### src/core/fbcd_pkg.sv
package fbcd_pkg;

    localparam int          CLK_HZ          = 40_000_000;

    localparam logic [7:0]  ASM_CLASS       = 8'h04;
    localparam logic [7:0]  OUT_INST        = 8'h68;
    localparam logic [7:0]  IN_INST         = 8'h9A;
    localparam logic [7:0]  ASM_ATTR        = 8'h03;
    localparam int          HDR_BYTES       = 3;
    localparam int          OUT_BYTES       = 4;
    localparam int          IN_BYTES        = 12;

    localparam int          RUN_BIT         = 6;
    localparam int          TRIP_RST_BIT    = 7;
    localparam int          MSET_BIT        = 13;
    localparam logic [15:0] CMD_USED_MASK   = 16'h20C0;
    localparam logic [15:0] CMD_RESET       = 16'h0000;
    localparam logic [31:0] DEF_IP          = 32'hC0A80002;

    localparam int          MIN_CYCLE_US    = 1000;
    localparam int          MIN_CYCLE_CYC   = (CLK_HZ / 1_000_000) * MIN_CYCLE_US;
    localparam int          BLINK_HALF_MS   = 250;
    localparam int          BLINK_HALF_CYC  = (CLK_HZ / 1000) * BLINK_HALF_MS;
    localparam int          ACT_HOLD_MS     = 50;
    localparam int          ACT_HOLD_CYC    = (CLK_HZ / 1000) * ACT_HOLD_MS;
    localparam int          CONN_TMO_MS     = 100;
    localparam int          CONN_TMO_CYC    = (CLK_HZ / 1000) * CONN_TMO_MS;

    localparam logic [7:0]  REG_CTRL        = 8'h00;
    localparam logic [7:0]  REG_CMD         = 8'h04;
    localparam logic [7:0]  REG_STAT        = 8'h08;
    localparam logic [7:0]  REG_RX0         = 8'h0C;
    localparam logic [7:0]  REG_RX1         = 8'h10;
    localparam logic [7:0]  REG_RX2         = 8'h14;
    localparam int          CTRL_EN_BIT     = 0;
    localparam int          CTRL_RD_BIT     = 1;
    localparam int          STAT_BUSY_BIT   = 0;
    localparam int          STAT_DONE_BIT   = 1;

endpackage

### src/core/fbcd_link_if.sv
`timescale 1ns/1ps
interface fbcd_link_if;
    logic       s2d_valid;
    logic [7:0] s2d_data;
    logic       s2d_last;
    logic       d2s_valid;
    logic [7:0] d2s_data;
    logic       d2s_last;

    modport adapter
    (
        input  s2d_valid,
        input  s2d_data,
        input  s2d_last,
        output d2s_valid,
        output d2s_data,
        output d2s_last
    );

    modport scanner
    (
        output s2d_valid,
        output s2d_data,
        output s2d_last,
        input  d2s_valid,
        input  d2s_data,
        input  d2s_last
    );
endinterface

### src/core/fbcd_adapter.sv
// The register offsets and the APB interface to the registers are this design's own decisions.
`timescale 1ns/1ps
// Functional notes
// - Commands arrive at class 04, instance 68, attribute 03
// - Status reply is twelve bytes at most
// - Scanner exchanges no faster than once per millisecond
// - Multi-byte data travels least significant byte first
// - Bit 6 set starts, clear stops
// - Bit 7 rising edge resets a trip
// - Bits 6 and 7 together reset and start
// - Bit 13 picks secondary motor set
// - Scanner writes zero to all unused bits
// - Command word held until overwritten or reinitialised
// - Scanner clears commands during override or reset input
// - Error LED flashes on connection timeout
// - Error LED steady on duplicate address
// - Status LED flashes with address, steady when connected
// - Link LED lit while port connected
// - Activity LED flashes on port traffic
// - Serves cyclic exchange and acyclic status reads
// - Discovery network settings are volatile only
// - Status read at class 04, instance 9A, attribute 03
module fbcd_adapter
    import fbcd_pkg::*;
#(
    parameter int BLINK_CYC = BLINK_HALF_CYC,
    parameter int ACT_CYC   = ACT_HOLD_CYC,
    parameter int TMO_CYC   = CONN_TMO_CYC
)
(
    input  wire logic  pclk,
    input  wire logic  presetn,
    fbcd_link_if.adapter link,
    input  wire logic  reinit,
    input  wire logic  ip_obtained,
    input  wire logic  dup_ip,
    input  wire logic  [1:0] link_up,
    input  wire logic  [1:0] port_act,
    input  wire logic  [15:0] starter_state,
    input  wire logic  [31:0] motor_current,
    input  wire logic  [15:0] trip_code,
    input  wire logic  cfg_we,
    input  wire logic  [31:0] cfg_ip_in,
    output logic       start_cmd,
    output logic       trip_reset,
    output logic       motor_set_sec,
    output logic       [15:0] cmd_word,
    output logic       status_read,
    output logic       bad_frame,
    output logic       [31:0] cfg_ip,
    output logic       led_err,
    output logic       led_stat,
    output logic       [1:0] led_link,
    output logic       [1:0] led_act
);
    typedef enum logic [1:0] {ST_RX, ST_EVAL, ST_TX} fbcd_ad_state_t;

    fbcd_ad_state_t state_r;
    logic [5:0]     sync1_r, sync2_r;
    logic [3:0]     cnt_r, tx_idx_r;
    logic [7:0]     cls_r, inst_r, attr_r, tx_data_r;
    logic [31:0]    pay_r, ip_r, wd_r;
    logic [15:0]    cmd_r;
    logic [95:0]    snap_r;
    logic           tx_valid_r, tx_last_r, trip_r, rd_r, bad_r;
    logic           comm_r, tmo_r, led_err_r, led_stat_r, blink;
    logic [1:0]     led_link_r, led_act_r, act_hold;

    // Network status pins are asynchronous to pclk
    wire        s_ip    = sync2_r[0];
    wire        s_dup   = sync2_r[1];
    wire [1:0]  s_link  = sync2_r[3:2];
    wire [1:0]  s_act   = sync2_r[5:4];

    wire        rx_byte  = (state_r == ST_RX) && link.s2d_valid;
    wire        hdr_ok   = (cls_r == ASM_CLASS) && (attr_r == ASM_ATTR);
    wire        is_write = hdr_ok && (inst_r == OUT_INST)
                           && (cnt_r > 4'(HDR_BYTES))
                           && (cnt_r <= 4'(HDR_BYTES + OUT_BYTES));
    wire        is_read  = hdr_ok && (inst_r == IN_INST)
                           && (cnt_r == 4'(HDR_BYTES));
    wire        good     = (state_r == ST_EVAL) && (is_write || is_read);
    wire        tx_end   = (tx_idx_r == 4'(IN_BYTES - 1));
    wire [3:0]  pay_idx  = cnt_r - 4'(HDR_BYTES);
    wire [95:0] snap_nxt = {16'h0000, trip_code, motor_current,
                            16'h0000, starter_state};

    // Frame intake: three path bytes, then payload low byte first
    always_ff @(posedge pclk or negedge presetn)
    begin
        if (!presetn)
        begin
            state_r <= ST_RX;
            cnt_r   <= '0;
            cls_r   <= '0;
            inst_r  <= '0;
            attr_r  <= '0;
            pay_r   <= '0;
        end
        else if (rx_byte)
        begin
            if (cnt_r != 4'hF)
                cnt_r <= cnt_r + 4'h1;
            if (cnt_r == 4'h0)
            begin
                cls_r <= link.s2d_data;
                pay_r <= {16'h0000, cmd_r}; // Short writes keep untouched bytes
            end
            else if (cnt_r == 4'h1)
                inst_r <= link.s2d_data;
            else if (cnt_r == 4'h2)
                attr_r <= link.s2d_data;
            else if (pay_idx < 4'(OUT_BYTES))
                pay_r[{pay_idx[1:0], 3'b000} +: 8] <= link.s2d_data;
            if (link.s2d_last)
                state_r <= ST_EVAL;
        end
        else if (state_r == ST_EVAL)
        begin
            cnt_r   <= '0;
            state_r <= good ? ST_TX : ST_RX;
        end
        else if ((state_r == ST_TX) && tx_end)
        begin
            state_r <= ST_RX;
        end
    end

    // Command word and its one-shot effects
    always_ff @(posedge pclk or negedge presetn)
    begin
        if (!presetn)
        begin
            cmd_r  <= CMD_RESET;
            trip_r <= 1'b0;
            rd_r   <= 1'b0;
            bad_r  <= 1'b0;
            snap_r <= '0;
            ip_r   <= DEF_IP;
        end
        else
        begin
            trip_r <= 1'b0;
            rd_r   <= (state_r == ST_EVAL) && is_read;
            bad_r  <= (state_r == ST_EVAL) && !(is_write || is_read);
            if (good)
                snap_r <= snap_nxt;
            // Settings live in flops only, so a power cycle restores the default
            if (cfg_we)
                ip_r <= cfg_ip_in;
            if (reinit)
                cmd_r <= CMD_RESET;
            else if ((state_r == ST_EVAL) && is_write)
            begin
                cmd_r  <= pay_r[15:0];
                trip_r <= pay_r[TRIP_RST_BIT] && !cmd_r[TRIP_RST_BIT];
            end
        end
    end

    // Status reply, registered, one byte per cycle
    always_ff @(posedge pclk or negedge presetn)
    begin
        if (!presetn)
        begin
            tx_idx_r   <= '0;
            tx_valid_r <= 1'b0;
            tx_data_r  <= '0;
            tx_last_r  <= 1'b0;
        end
        else
        begin
            tx_valid_r <= (state_r == ST_TX);
            tx_last_r  <= (state_r == ST_TX) && tx_end;
            tx_data_r  <= snap_r[{tx_idx_r, 3'b000} +: 8];
            if (state_r == ST_TX)
                tx_idx_r <= tx_end ? 4'h0 : tx_idx_r + 4'h1;
        end
    end

    // Connection watchdog: a good frame proves the link alive
    always_ff @(posedge pclk or negedge presetn)
    begin
        if (!presetn)
        begin
            comm_r <= 1'b0;
            tmo_r  <= 1'b0;
            wd_r   <= '0;
        end
        else if (good)
        begin
            comm_r <= 1'b1;
            tmo_r  <= 1'b0;
            wd_r   <= '0;
        end
        else if (comm_r)
        begin
            if (wd_r >= 32'(TMO_CYC - 1))
            begin
                comm_r <= 1'b0;
                tmo_r  <= 1'b1;
            end
            else
                wd_r <= wd_r + 32'h1;
        end
    end

    fbcd_blink #(
        .HALF_CYC (BLINK_CYC)
    ) u_blink (
        .pclk    (pclk),
        .presetn (presetn),
        .phase   (blink)
    );

    genvar gi;
    generate
        for (gi = 0; gi < 2; gi++)
        begin : g_port
            logic [31:0] hold_r;
            always_ff @(posedge pclk or negedge presetn)
            begin
                if (!presetn)
                    hold_r <= '0;
                else if (s_act[gi])
                    hold_r <= 32'(ACT_CYC);
                else if (hold_r != 32'h0)
                    hold_r <= hold_r - 32'h1;
            end
            // Stretch keeps short bursts lit for ACT_CYC cycles, a fifth of a blink half-period by default
            assign act_hold[gi] = (hold_r != 32'h0);
        end
    endgenerate

    always_ff @(posedge pclk or negedge presetn)
    begin
        if (!presetn)
        begin
            led_err_r  <= 1'b0;
            led_stat_r <= 1'b0;
            led_link_r <= '0;
            led_act_r  <= '0;
            sync1_r    <= '0;
            sync2_r    <= '0;
        end
        else
        begin
            led_err_r  <= s_dup || (tmo_r && blink);
            led_stat_r <= comm_r || (s_ip && blink);
            led_link_r <= s_link;
            led_act_r  <= act_hold & {2{blink}};
            sync1_r    <= {port_act, link_up, dup_ip, ip_obtained};
            sync2_r    <= sync1_r;
        end
    end

    assign link.d2s_valid = tx_valid_r;
    assign link.d2s_data  = tx_data_r;
    assign link.d2s_last  = tx_last_r;
    assign start_cmd      = cmd_r[RUN_BIT];
    assign motor_set_sec  = cmd_r[MSET_BIT];
    assign trip_reset     = trip_r;
    assign cmd_word       = cmd_r;
    assign status_read    = rd_r;
    assign bad_frame      = bad_r;
    assign cfg_ip         = ip_r;
    assign led_err        = led_err_r;
    assign led_stat       = led_stat_r;
    assign led_link       = led_link_r;
    assign led_act        = led_act_r;
endmodule

### src/core/fbcd_blink.sv
`timescale 1ns/1ps
module fbcd_blink
    import fbcd_pkg::*;
#(
    parameter int HALF_CYC = BLINK_HALF_CYC
)
(
    input  wire logic pclk,
    input  wire logic presetn,
    output logic      phase
);
    logic [31:0] cnt_r;
    logic        phase_r;
    wire         wrap = (cnt_r >= 32'(HALF_CYC - 1));

    always_ff @(posedge pclk or negedge presetn)
    begin
        if (!presetn)
        begin
            cnt_r   <= '0;
            phase_r <= 1'b0;
        end
        else if (wrap)
        begin
            cnt_r   <= '0;
            phase_r <= ~phase_r;
        end
        else
        begin
            cnt_r <= cnt_r + 32'h1;
        end
    end

    assign phase = phase_r;
endmodule

### src/flat_wrapper.sv
// flat-port wrapper written by rule: the top's interface ports become plain ports
module fbcd_adapter_flat import fbcd_pkg::*;
#(
    parameter int BLINK_CYC = BLINK_HALF_CYC,
    parameter int ACT_CYC   = ACT_HOLD_CYC,
    parameter int TMO_CYC   = CONN_TMO_CYC
)
  (pclk, presetn, reinit, ip_obtained, dup_ip, link_up, port_act, starter_state, motor_current, trip_code, cfg_we, cfg_ip_in, start_cmd, trip_reset, motor_set_sec, cmd_word, status_read, bad_frame, cfg_ip, led_err, led_stat, led_link, led_act, link_s2d_valid, link_s2d_data, link_s2d_last, link_d2s_valid, link_d2s_data, link_d2s_last);
  fbcd_link_if link_i ();
  input  wire logic pclk;
  input  wire logic presetn;
  input  wire logic reinit;
  input  wire logic ip_obtained;
  input  wire logic dup_ip;
  input  wire logic  [1:0] link_up;
  input  wire logic  [1:0] port_act;
  input  wire logic  [15:0] starter_state;
  input  wire logic  [31:0] motor_current;
  input  wire logic  [15:0] trip_code;
  input  wire logic cfg_we;
  input  wire logic  [31:0] cfg_ip_in;
  output logic start_cmd;
  output logic trip_reset;
  output logic motor_set_sec;
  output logic       [15:0] cmd_word;
  output logic status_read;
  output logic bad_frame;
  output logic       [31:0] cfg_ip;
  output logic led_err;
  output logic led_stat;
  output logic       [1:0] led_link;
  output logic       [1:0] led_act;
  input wire logic [$bits(link_i.s2d_valid)-1:0] link_s2d_valid;
  input wire logic [$bits(link_i.s2d_data)-1:0] link_s2d_data;
  input wire logic [$bits(link_i.s2d_last)-1:0] link_s2d_last;
  output wire logic [$bits(link_i.d2s_valid)-1:0] link_d2s_valid;
  output wire logic [$bits(link_i.d2s_data)-1:0] link_d2s_data;
  output wire logic [$bits(link_i.d2s_last)-1:0] link_d2s_last;
  assign link_i.s2d_valid = link_s2d_valid;
  assign link_i.s2d_data = link_s2d_data;
  assign link_i.s2d_last = link_s2d_last;
  assign link_d2s_valid = link_i.d2s_valid;
  assign link_d2s_data = link_i.d2s_data;
  assign link_d2s_last = link_i.d2s_last;
  fbcd_adapter #(.BLINK_CYC(BLINK_CYC), .ACT_CYC(ACT_CYC), .TMO_CYC(TMO_CYC)) u_core (.pclk(pclk), .presetn(presetn), .link(link_i), .reinit(reinit), .ip_obtained(ip_obtained), .dup_ip(dup_ip), .link_up(link_up), .port_act(port_act), .starter_state(starter_state), .motor_current(motor_current), .trip_code(trip_code), .cfg_we(cfg_we), .cfg_ip_in(cfg_ip_in), .start_cmd(start_cmd), .trip_reset(trip_reset), .motor_set_sec(motor_set_sec), .cmd_word(cmd_word), .status_read(status_read), .bad_frame(bad_frame), .cfg_ip(cfg_ip), .led_err(led_err), .led_stat(led_stat), .led_link(led_link), .led_act(led_act));
endmodule
### config.mk
export PLATFORM = sky130hd
export DESIGN_NAME = fbcd_adapter_flat
export DESIGN_NICKNAME = d
export VERILOG_FILES = /design/src/core/fbcd_pkg.sv /design/src/core/fbcd_link_if.sv /design/src/core/fbcd_adapter.sv /design/src/core/fbcd_blink.sv /design/src/flat_wrapper.sv
export SDC_FILE = /design/constraint.sdc
export NUM_CORES = 1
export LEC_CHECK = 0
export BUFFER_PORTS_ARGS = -buffer_cell sky130_fd_sc_hd__buf_2
export CORE_MARGIN = 10
export CORE_UTILIZATION = 50
export CTS_CLUSTER_DIAMETER = 80
export DETAILED_ROUTE_END_ITERATION = 8
export HOLD_SLACK_MARGIN = 0.1
export PLACE_DENSITY = 0.77
export RECOVER_POWER = 100
export SKIP_CTS_REPAIR_TIMING = 1
export SLEW_MARGIN = 20
export SYNTH_ARGS = -nofsm -noshare
export SYNTH_HDL_FRONTEND = slang
export SYNTH_SLANG_ARGS = --single-unit
### constraint.sdc
create_clock -name pclk -period 3.6 [get_ports pclk]
set_input_delay 0.54 -clock pclk [delete_from_list [all_inputs] [get_ports pclk]]
set_output_delay 0.54 -clock pclk [all_outputs]
set_load 0.05 [all_outputs]
==> results of run 1 <==
[per-layer routing]
metal / part of all wire, % / track usage, % / vias up / routed length, um
met5: 0 / 0 / - / 0
met2: 50 / 30.45 / 190 / 15990
met4: 2.1 / 5.354 / 0 / 664
met1: 43 / 23.45 / 4864 / 13840
li1: - / - / 4537 / -
met3: 4.8 / 3.636 / 43 / 1533
[final timing paths]
check                                       startpoint                             to  depth (start not counted)
max reg2reg                u_core.cls_r[5]$_DFFE_PN0P_  u_core.snap_r[75]$_DFFE_PN0P_                          6
max                        u_core.cls_r[5]$_DFFE_PN0P_  u_core.snap_r[75]$_DFFE_PN0P_                          6
min                                        ip_obtained    u_core.sync1_r[0]$_DFF_PN0_                          1
max in group asynchronous                      presetn   u_core.cfg_ip[0]$_DFFE_PN0P_                          3
min reg2reg                u_core.sync1_r[1]$_DFF_PN0_    u_core.sync2_r[1]$_DFF_PN0_                          0
min in group asynchronous                      presetn  u_core.cfg_ip[11]$_DFFE_PN0P_                          2
[cell families after synthesis]
kind of cell               after synthesis  synth area share [%]
xor gates and xnor gates                94                 5.837
AOI/OAI and AO/OA                       99                 5.074
adders and majority gates               12                 1.064
and+or+nand+nor                        415                 15.00
buffers and inverters                   63                 1.827
muxes                                  164                 13.63
other                                    1               0.02659
DFF                                    324                 57.54
[final cells by class]
class	instances	area [um^2]
fill	2249	11200
sequential	324	8115
multi-input combinational	792	5766
clock buffer	46	978.4
timing repair buffer	198	949.7
tap	378	473.0
clock inverter	18	244.0
inverter	16	60.06
[layout by cell type (no fill, tap or decap), types with 32 or more instances in the layout]
master       n
a22o_1      32
nand2_1     60
xnor2_1     39
xor2_1      55
dfrtp_1    318
clkbuf_16   36
nor2_1     139
buf_2      111
mux2_2     142
clkbuf_1    81
[stage by stage]
| stage | cell area (um^2) | power (mW) | setup WS [ns] | hold slack (ns) | instances |
|---|---|---|---|---|---|
| floorplan | 14130 | 4.895 | 0.9438 | 0.2444 | 1179 |
| global placement | 15480 | 5.229 | 0.9302 | 0.3343 | 1707 |
| detailed placement | 15480 | 5.269 | 0.8466 | 0.3347 | 1707 |
| CTS | 16710 | 9.057 | 0.8340 | 0.04849 | 1771 |
| global route | 16590 | 9.341 | 0.3036 | 0.1015 | 1772 |
| finish | 16590 | 8.962 | 0.4388 | 0.1226 | 1772 |
[where the power goes]
part	switching [mW]	total [mW]	leakage, nW	internal, mW
combinational	0.644	1.08	2.64	0.433
clock	1.47	3.77	0.602	2.30
sequential	0.201	4.12	4.25	3.92
total	2.32	8.96	7.50	6.65
[sequential cells by signal, summed over array words and instances, names as in the netlist, 2 cells and up]
| register | count |
|---|---|
| u_core.led_link | 2 |
| u_core.wd_r | 32 |
| u_core.cmd_word | 16 |
| u_core.g_port.hold_r | 64 |
| u_core.state_r | 2 |
| u_core.cfg_ip | 32 |
| u_core.snap_r | 64 |
| u_core.u_blink.cnt_r | 32 |
| u_core.cnt_r | 4 |
| u_core.link.d2s_data | 8 |
| u_core.led_act | 2 |
| u_core.sync2_r | 6 |
| u_core.tx_idx_r | 4 |
| u_core.cls_r | 8 |
| u_core.pay_r | 16 |
| u_core.inst_r | 8 |
| u_core.attr_r | 8 |
| u_core.sync1_r | 6 |
==> impl_metrics.env, run 1 <==
export IMPL_antenna_found_initial=1
export IMPL_grt_pass1_vias=10180
export IMPL_worstPathCellList="nor4b_1 > nand4_1 > or3_1 > a21oi_4 > clkbuf_4 > mux2_2"
export IMPL_rrSetupSlack_ns=0.44
export IMPL_yosysTopAreaCell="dfrtp_1"
export IMPL_cts_tree="built"
export IMPL_yosysSeqAreaShare_pct=57.54
export IMPL_final_util_pct=59.70
export IMPL_core_um2=27780
export IMPL_tightest_slew_ns=2.278
export IMPL_gp_congestion=0.8591
export IMPL_grt_pass1_wl_um=53330
export IMPL_path_delay_family="simple AND/OR/NAND/NOR gates"
export IMPL_yosysWarnings=0
export IMPL_period_share_pct=87.81
export IMPL_ir_drop_v=0.0003287
export IMPL_start_util_pct=50.77
export IMPL_hpwl_um=22150
export IMPL_grt_overflow_total=0
export IMPL_grt_total_usage_pct=18.20
export IMPL_synth_cell_types=61
export IMPL_max_freq_mhz=316.3
export IMPL_totalWireLength_um=32020
export IMPL_cts_buffers=35
export IMPL_die_area_um2=35330
export IMPL_layout_drive_gt1_share_pct=24.89
export IMPL_fin_skew_ns=0.01731
export IMPL_drt_pre_antenna_iters=4
export IMPL_outcome="complete, but fails checks"
export IMPL_violations="capacitance limit, slew limit"
export IMPL_path_class="reg -> reg"
export IMPL_clk_pin_slew_ns=0.06
export IMPL_rsz0062_at_grt="no"
export IMPL_synth_top_area_share_pct=56.42
export IMPL_synthMostInstantiatedCell="dfrtp_1"
export IMPL_crit_arrival_ns=3.56
export IMPL_cts_buffer_depth=3
export IMPL_synth_area_leaders="dfrtp_1, mux2_2, nor2_1"
export IMPL_finalMaxSlewViolations=121
export IMPL_relSlewSlack_pct=-51.87
export IMPL_cp_max_fo=95
export IMPL_fin_nets=1495
export IMPL_critical_path_max_stage_delay_ns=0.92
export IMPL_syn_inst=1172
export IMPL_synthFlopType="dfrtp_1"
export IMPL_fin_tns_setup_ns=0
export IMPL_ant_nets=0
export IMPL_hold_class="in -> reg"
export IMPL_postSynth_asyncResetShare_pct=100.0
export IMPL_worstSkewPairLatency_ns=0.52
export IMPL_cts_root_buffer="clkbuf_16"
export IMPL_netlist_area_um2=14100
export IMPL_min_period_ns=3.161
export IMPL_powerDensity_nw_per_um2=540.3
export IMPL_io_pins=185
export IMPL_fp_dieH_um=188.0
export IMPL_p_leak_nw=7.498
export IMPL_ys_ff_latch=324
export IMPL_diodes=0
export IMPL_hold_viol_final=0
export IMPL_io_buffers=184
export IMPL_h_tree_depth=2
export IMPL_grt_max_degree=96
export IMPL_crit_buf_inv=1
export IMPL_drt_first_iter_violations=646
export IMPL_syn_mean_instance_area_um2=12.03
export IMPL_crit_required_ns=4.00
export IMPL_cpMaxStageDelayCell="clkbuf_4"
export IMPL_area_growth_pct=17.59
export IMPL_viasPerCell=5.437
export IMPL_synth_common_cells="dfrtp_1, mux2_2, nor2_1"
export IMPL_drc=0
export IMPL_drv_cap=2
export IMPL_placementRows=61
export IMPL_worstSetupEndpointType="flip-flop"
export IMPL_cts_sinks=324
export IMPL_vias=9634
export IMPL_wire_per_inst_um=18.07
export IMPL_worstSetupStartpointType="flip-flop"
export IMPL_synth_edff_count=0
export IMPL_die_w_um=188.0
export IMPL_setup_viol=0
(Power assumes the default switching activity.)
==> run 2, diff against run 1 <==
REMOVE_ABC_BUFFERS = 1   (was unset)
==> run 2 against run 1 <==
Effect of this change:
- the flow still finishes with violations (capacitance limit, slew limit)
- critical path depth did not move
- clock skew decreased by 0.0055 ns
- highest routed layer unchanged
- routed wire length down 5.7%
- setup slack gained 0.24 ns
- die area is the same
- largest cell class unchanged
- combinational power barely moved
- sequential power about the same
- clock power is essentially flat
- critical endpoint is now u_core.pay_r[0]$_DFFE_PN0P_
- sequential cell count is the same
==> impl_metrics.env, run 2 (same netlist as run 1, synthesis figures left out) <==
export IMPL_crit_start="u_core.cnt_r[0]$_DFFE_PN0P_"
export IMPL_worstSkewPairLatency_ns=0.52
export IMPL_final_util_pct=59.86
export IMPL_viasPerCell=5.364
export IMPL_swShare_pct=25.63
export IMPL_finalMaxSlewViolations=114
export IMPL_ant_nets=0
export IMPL_grt_overflow_total=0
export IMPL_p_switching_mw=2.302
export IMPL_relSlewSlack_pct=-40.33
export IMPL_dp_cells=1707
export IMPL_totalWireLength_um=30180
export IMPL_grt_pass1_wl_um=50920
export IMPL_antenna_found_initial=1
export IMPL_grt_total_usage_pct=17.01
export IMPL_total_power_mw=8.985
export IMPL_ir_drop_v=0.0004044
export IMPL_layout_setup_ws_ns=0.6823
export IMPL_fp_dieH_um=188.0
export IMPL_die_area_um2=35330
export IMPL_fillerInstances=2298
export IMPL_cts_buffers=36
export IMPL_hpwl_um=20470
export IMPL_fin_cells=1775
export IMPL_drt_first_iter_violations=475
export IMPL_p_int_mw=6.682
export IMPL_fin_skew_ns=0.01183
export IMPL_power_frac_comb_pct=12.0
export IMPL_final_common_cell="dfrtp_1"
export IMPL_r2r_cells=6
export IMPL_drt_pre_antenna_iters=6
export IMPL_grt_pass1_vias=10100
export IMPL_path_class="reg -> reg"
export IMPL_hold_class="in -> reg"
export IMPL_io_buffers=184
export IMPL_die_w_um=188.0
export IMPL_layout_common_cells="dfrtp_1, mux2_2, nor2_1"
export IMPL_crit_path_end="u_core.pay_r[0]$_DFFE_PN0P_"
export IMPL_cp_max_fo=18
export IMPL_wire_per_inst_um=17.01
export IMPL_reg2reg_from="u_core.cnt_r[0]$_DFFE_PN0P_"
export IMPL_min_period_ns=2.918
export IMPL_whs_ns=0.1309
export IMPL_top_regs="u_core.g_port.hold_r (64), u_core.snap_r (64)"
export IMPL_tightest_slew_ns=2.105
export IMPL_sequentialPowerShare_pct=45.9
export IMPL_rrSetupSlack_ns=0.68
export IMPL_post_place_ws_ns=0.8822
export IMPL_crit_arrival_ns=3.32
export IMPL_fin_nets=1496
export IMPL_drv_cap=2
export IMPL_layout_drive_gt1_share_pct=24.93
export IMPL_placementRows=61
export IMPL_powerDensity_nw_per_um2=540.3
export IMPL_period_share_pct=81.05
export IMPL_cts_sinks=324
export IMPL_io_pins=185
export IMPL_cts_tree="built"
export IMPL_drc=0
export IMPL_worstSetupStartpointType="flip-flop"
export IMPL_hold_viol_final=0
export IMPL_max_freq_mhz=342.7
export IMPL_rsz0062_at_grt="no"
export IMPL_p_leak_nw=7.522
export IMPL_area_growth_pct=17.90
export IMPL_outcome="complete, but fails checks"
export IMPL_cts_root_buffer="clkbuf_16"
export IMPL_grt_max_degree=96
export IMPL_h_tree_depth=2
export IMPL_worstSetupEndpointType="flip-flop"
export IMPL_gp_congestion=0.8108
export IMPL_setup_viol=0
export IMPL_clk_pin_slew_ns=0.06
export IMPL_vias=9521
export IMPL_cts_buffer_depth=3
export IMPL_crit_required_ns=4.00
export IMPL_regToRegEndpoint="u_core.pay_r[0]$_DFFE_PN0P_"
export IMPL_p_clk_share_pct=42.0
export IMPL_violations="capacitance limit, slew limit"
export IMPL_start_util_pct=50.77
export IMPL_min_from="link_up[1]"
export IMPL_core_um2=27780
[run 2: cell types whose count changed in the layout (fill, tap and decap cells not counted), moves of 2 or more]
cell	change
buf_2	+2
clkbuf_8	+8
mux2_1	-2
clkinv_2	-3
buf_12	+2
mux2_2	+2
clkinv_4	-2
bufinv_16	-3
buf_4	-2
clkbuf_16	+2
[run 2: stage by stage]
| step | cell area [um^2] | TNS (ns) |
|---|---|---|
| after floorplan | 13930 | -240.73 |
| after global placement | 15500 | 0 |
| after global routing | 16630 | 0 |
| after detailed placement | 15500 | 0 |
| final | 16630 | 0 |
| after CTS | 16760 | 0 |
[run 2: cell type report]
| type | count | area (um^2) | share of cell area, % |
|---|---|---|---|
| clock inverters | 9 | 112.6 | 0.6771 |
| diodes | 1 | 2.502 | 0.01505 |
| repair buffers | 198 | 973.4 | 5.854 |
| well taps | 378 | 473.0 | 2.844 |
| inverters | 16 | 60.06 | 0.3611 |
| flip-flops and latches | 324 | 8115 | 48.80 |
| clock buffers | 57 | 1142 | 6.869 |
| multi-input cells | 792 | 5751 | 34.58 |
[run 2: routing by layer]
metal | GRT usage (%) | share of wire, % | vias up
met2 | 29.33 | 51 | 176
met4 | 4.862 | 2.0 | 0
met3 | 3.711 | 4.8 | 46
met1 | 21.01 | 43 | 4754
li1 | - | - | 4545
met5 | 0 | 0 | -
[run 2: worst min path at each step]
| stage | end | slack [ns] | depth (start not counted) |
|---|---|---|---|
| after CTS | u_core.cfg_ip[5]$_DFFE_PN0P_ | 0.03 | 1 |
| after global routing | u_core.sync1_r[4]$_DFF_PN0_ | 0.11 | 1 |
| final | u_core.sync1_r[3]$_DFF_PN0_ | 0.13 | 1 |
| after global placement | u_core.led_link[1]$_DFF_PN0_ | 0.33 | 0 |
| after detailed placement | u_core.led_link[1]$_DFF_PN0_ | 0.34 | 0 |
| after floorplan | u_core.attr_r[0]$_DFFE_PN0P_ | 0.24 | 0 |
[run 2: worst max-delay path: stages (launching register included)]
cell and delay, ns:
dfrtp_1 0.49, inv_1 0.16, ha_1 0.25, and2_0 0.92, nor2_1 0.43, a22o_1 0.31, mux2_2 0.26
[run 2: power groups by stage]
stage                     logic [mW]  registers [mW]  clock network, mW
after floorplan                0.592            4.28                  0
final                           1.08            4.13               3.78
after global routing            1.20            4.17               4.02
after detailed placement        1.10            4.18                  0
after global placement          1.07            4.16                  0
after CTS                       1.10            4.12               3.86
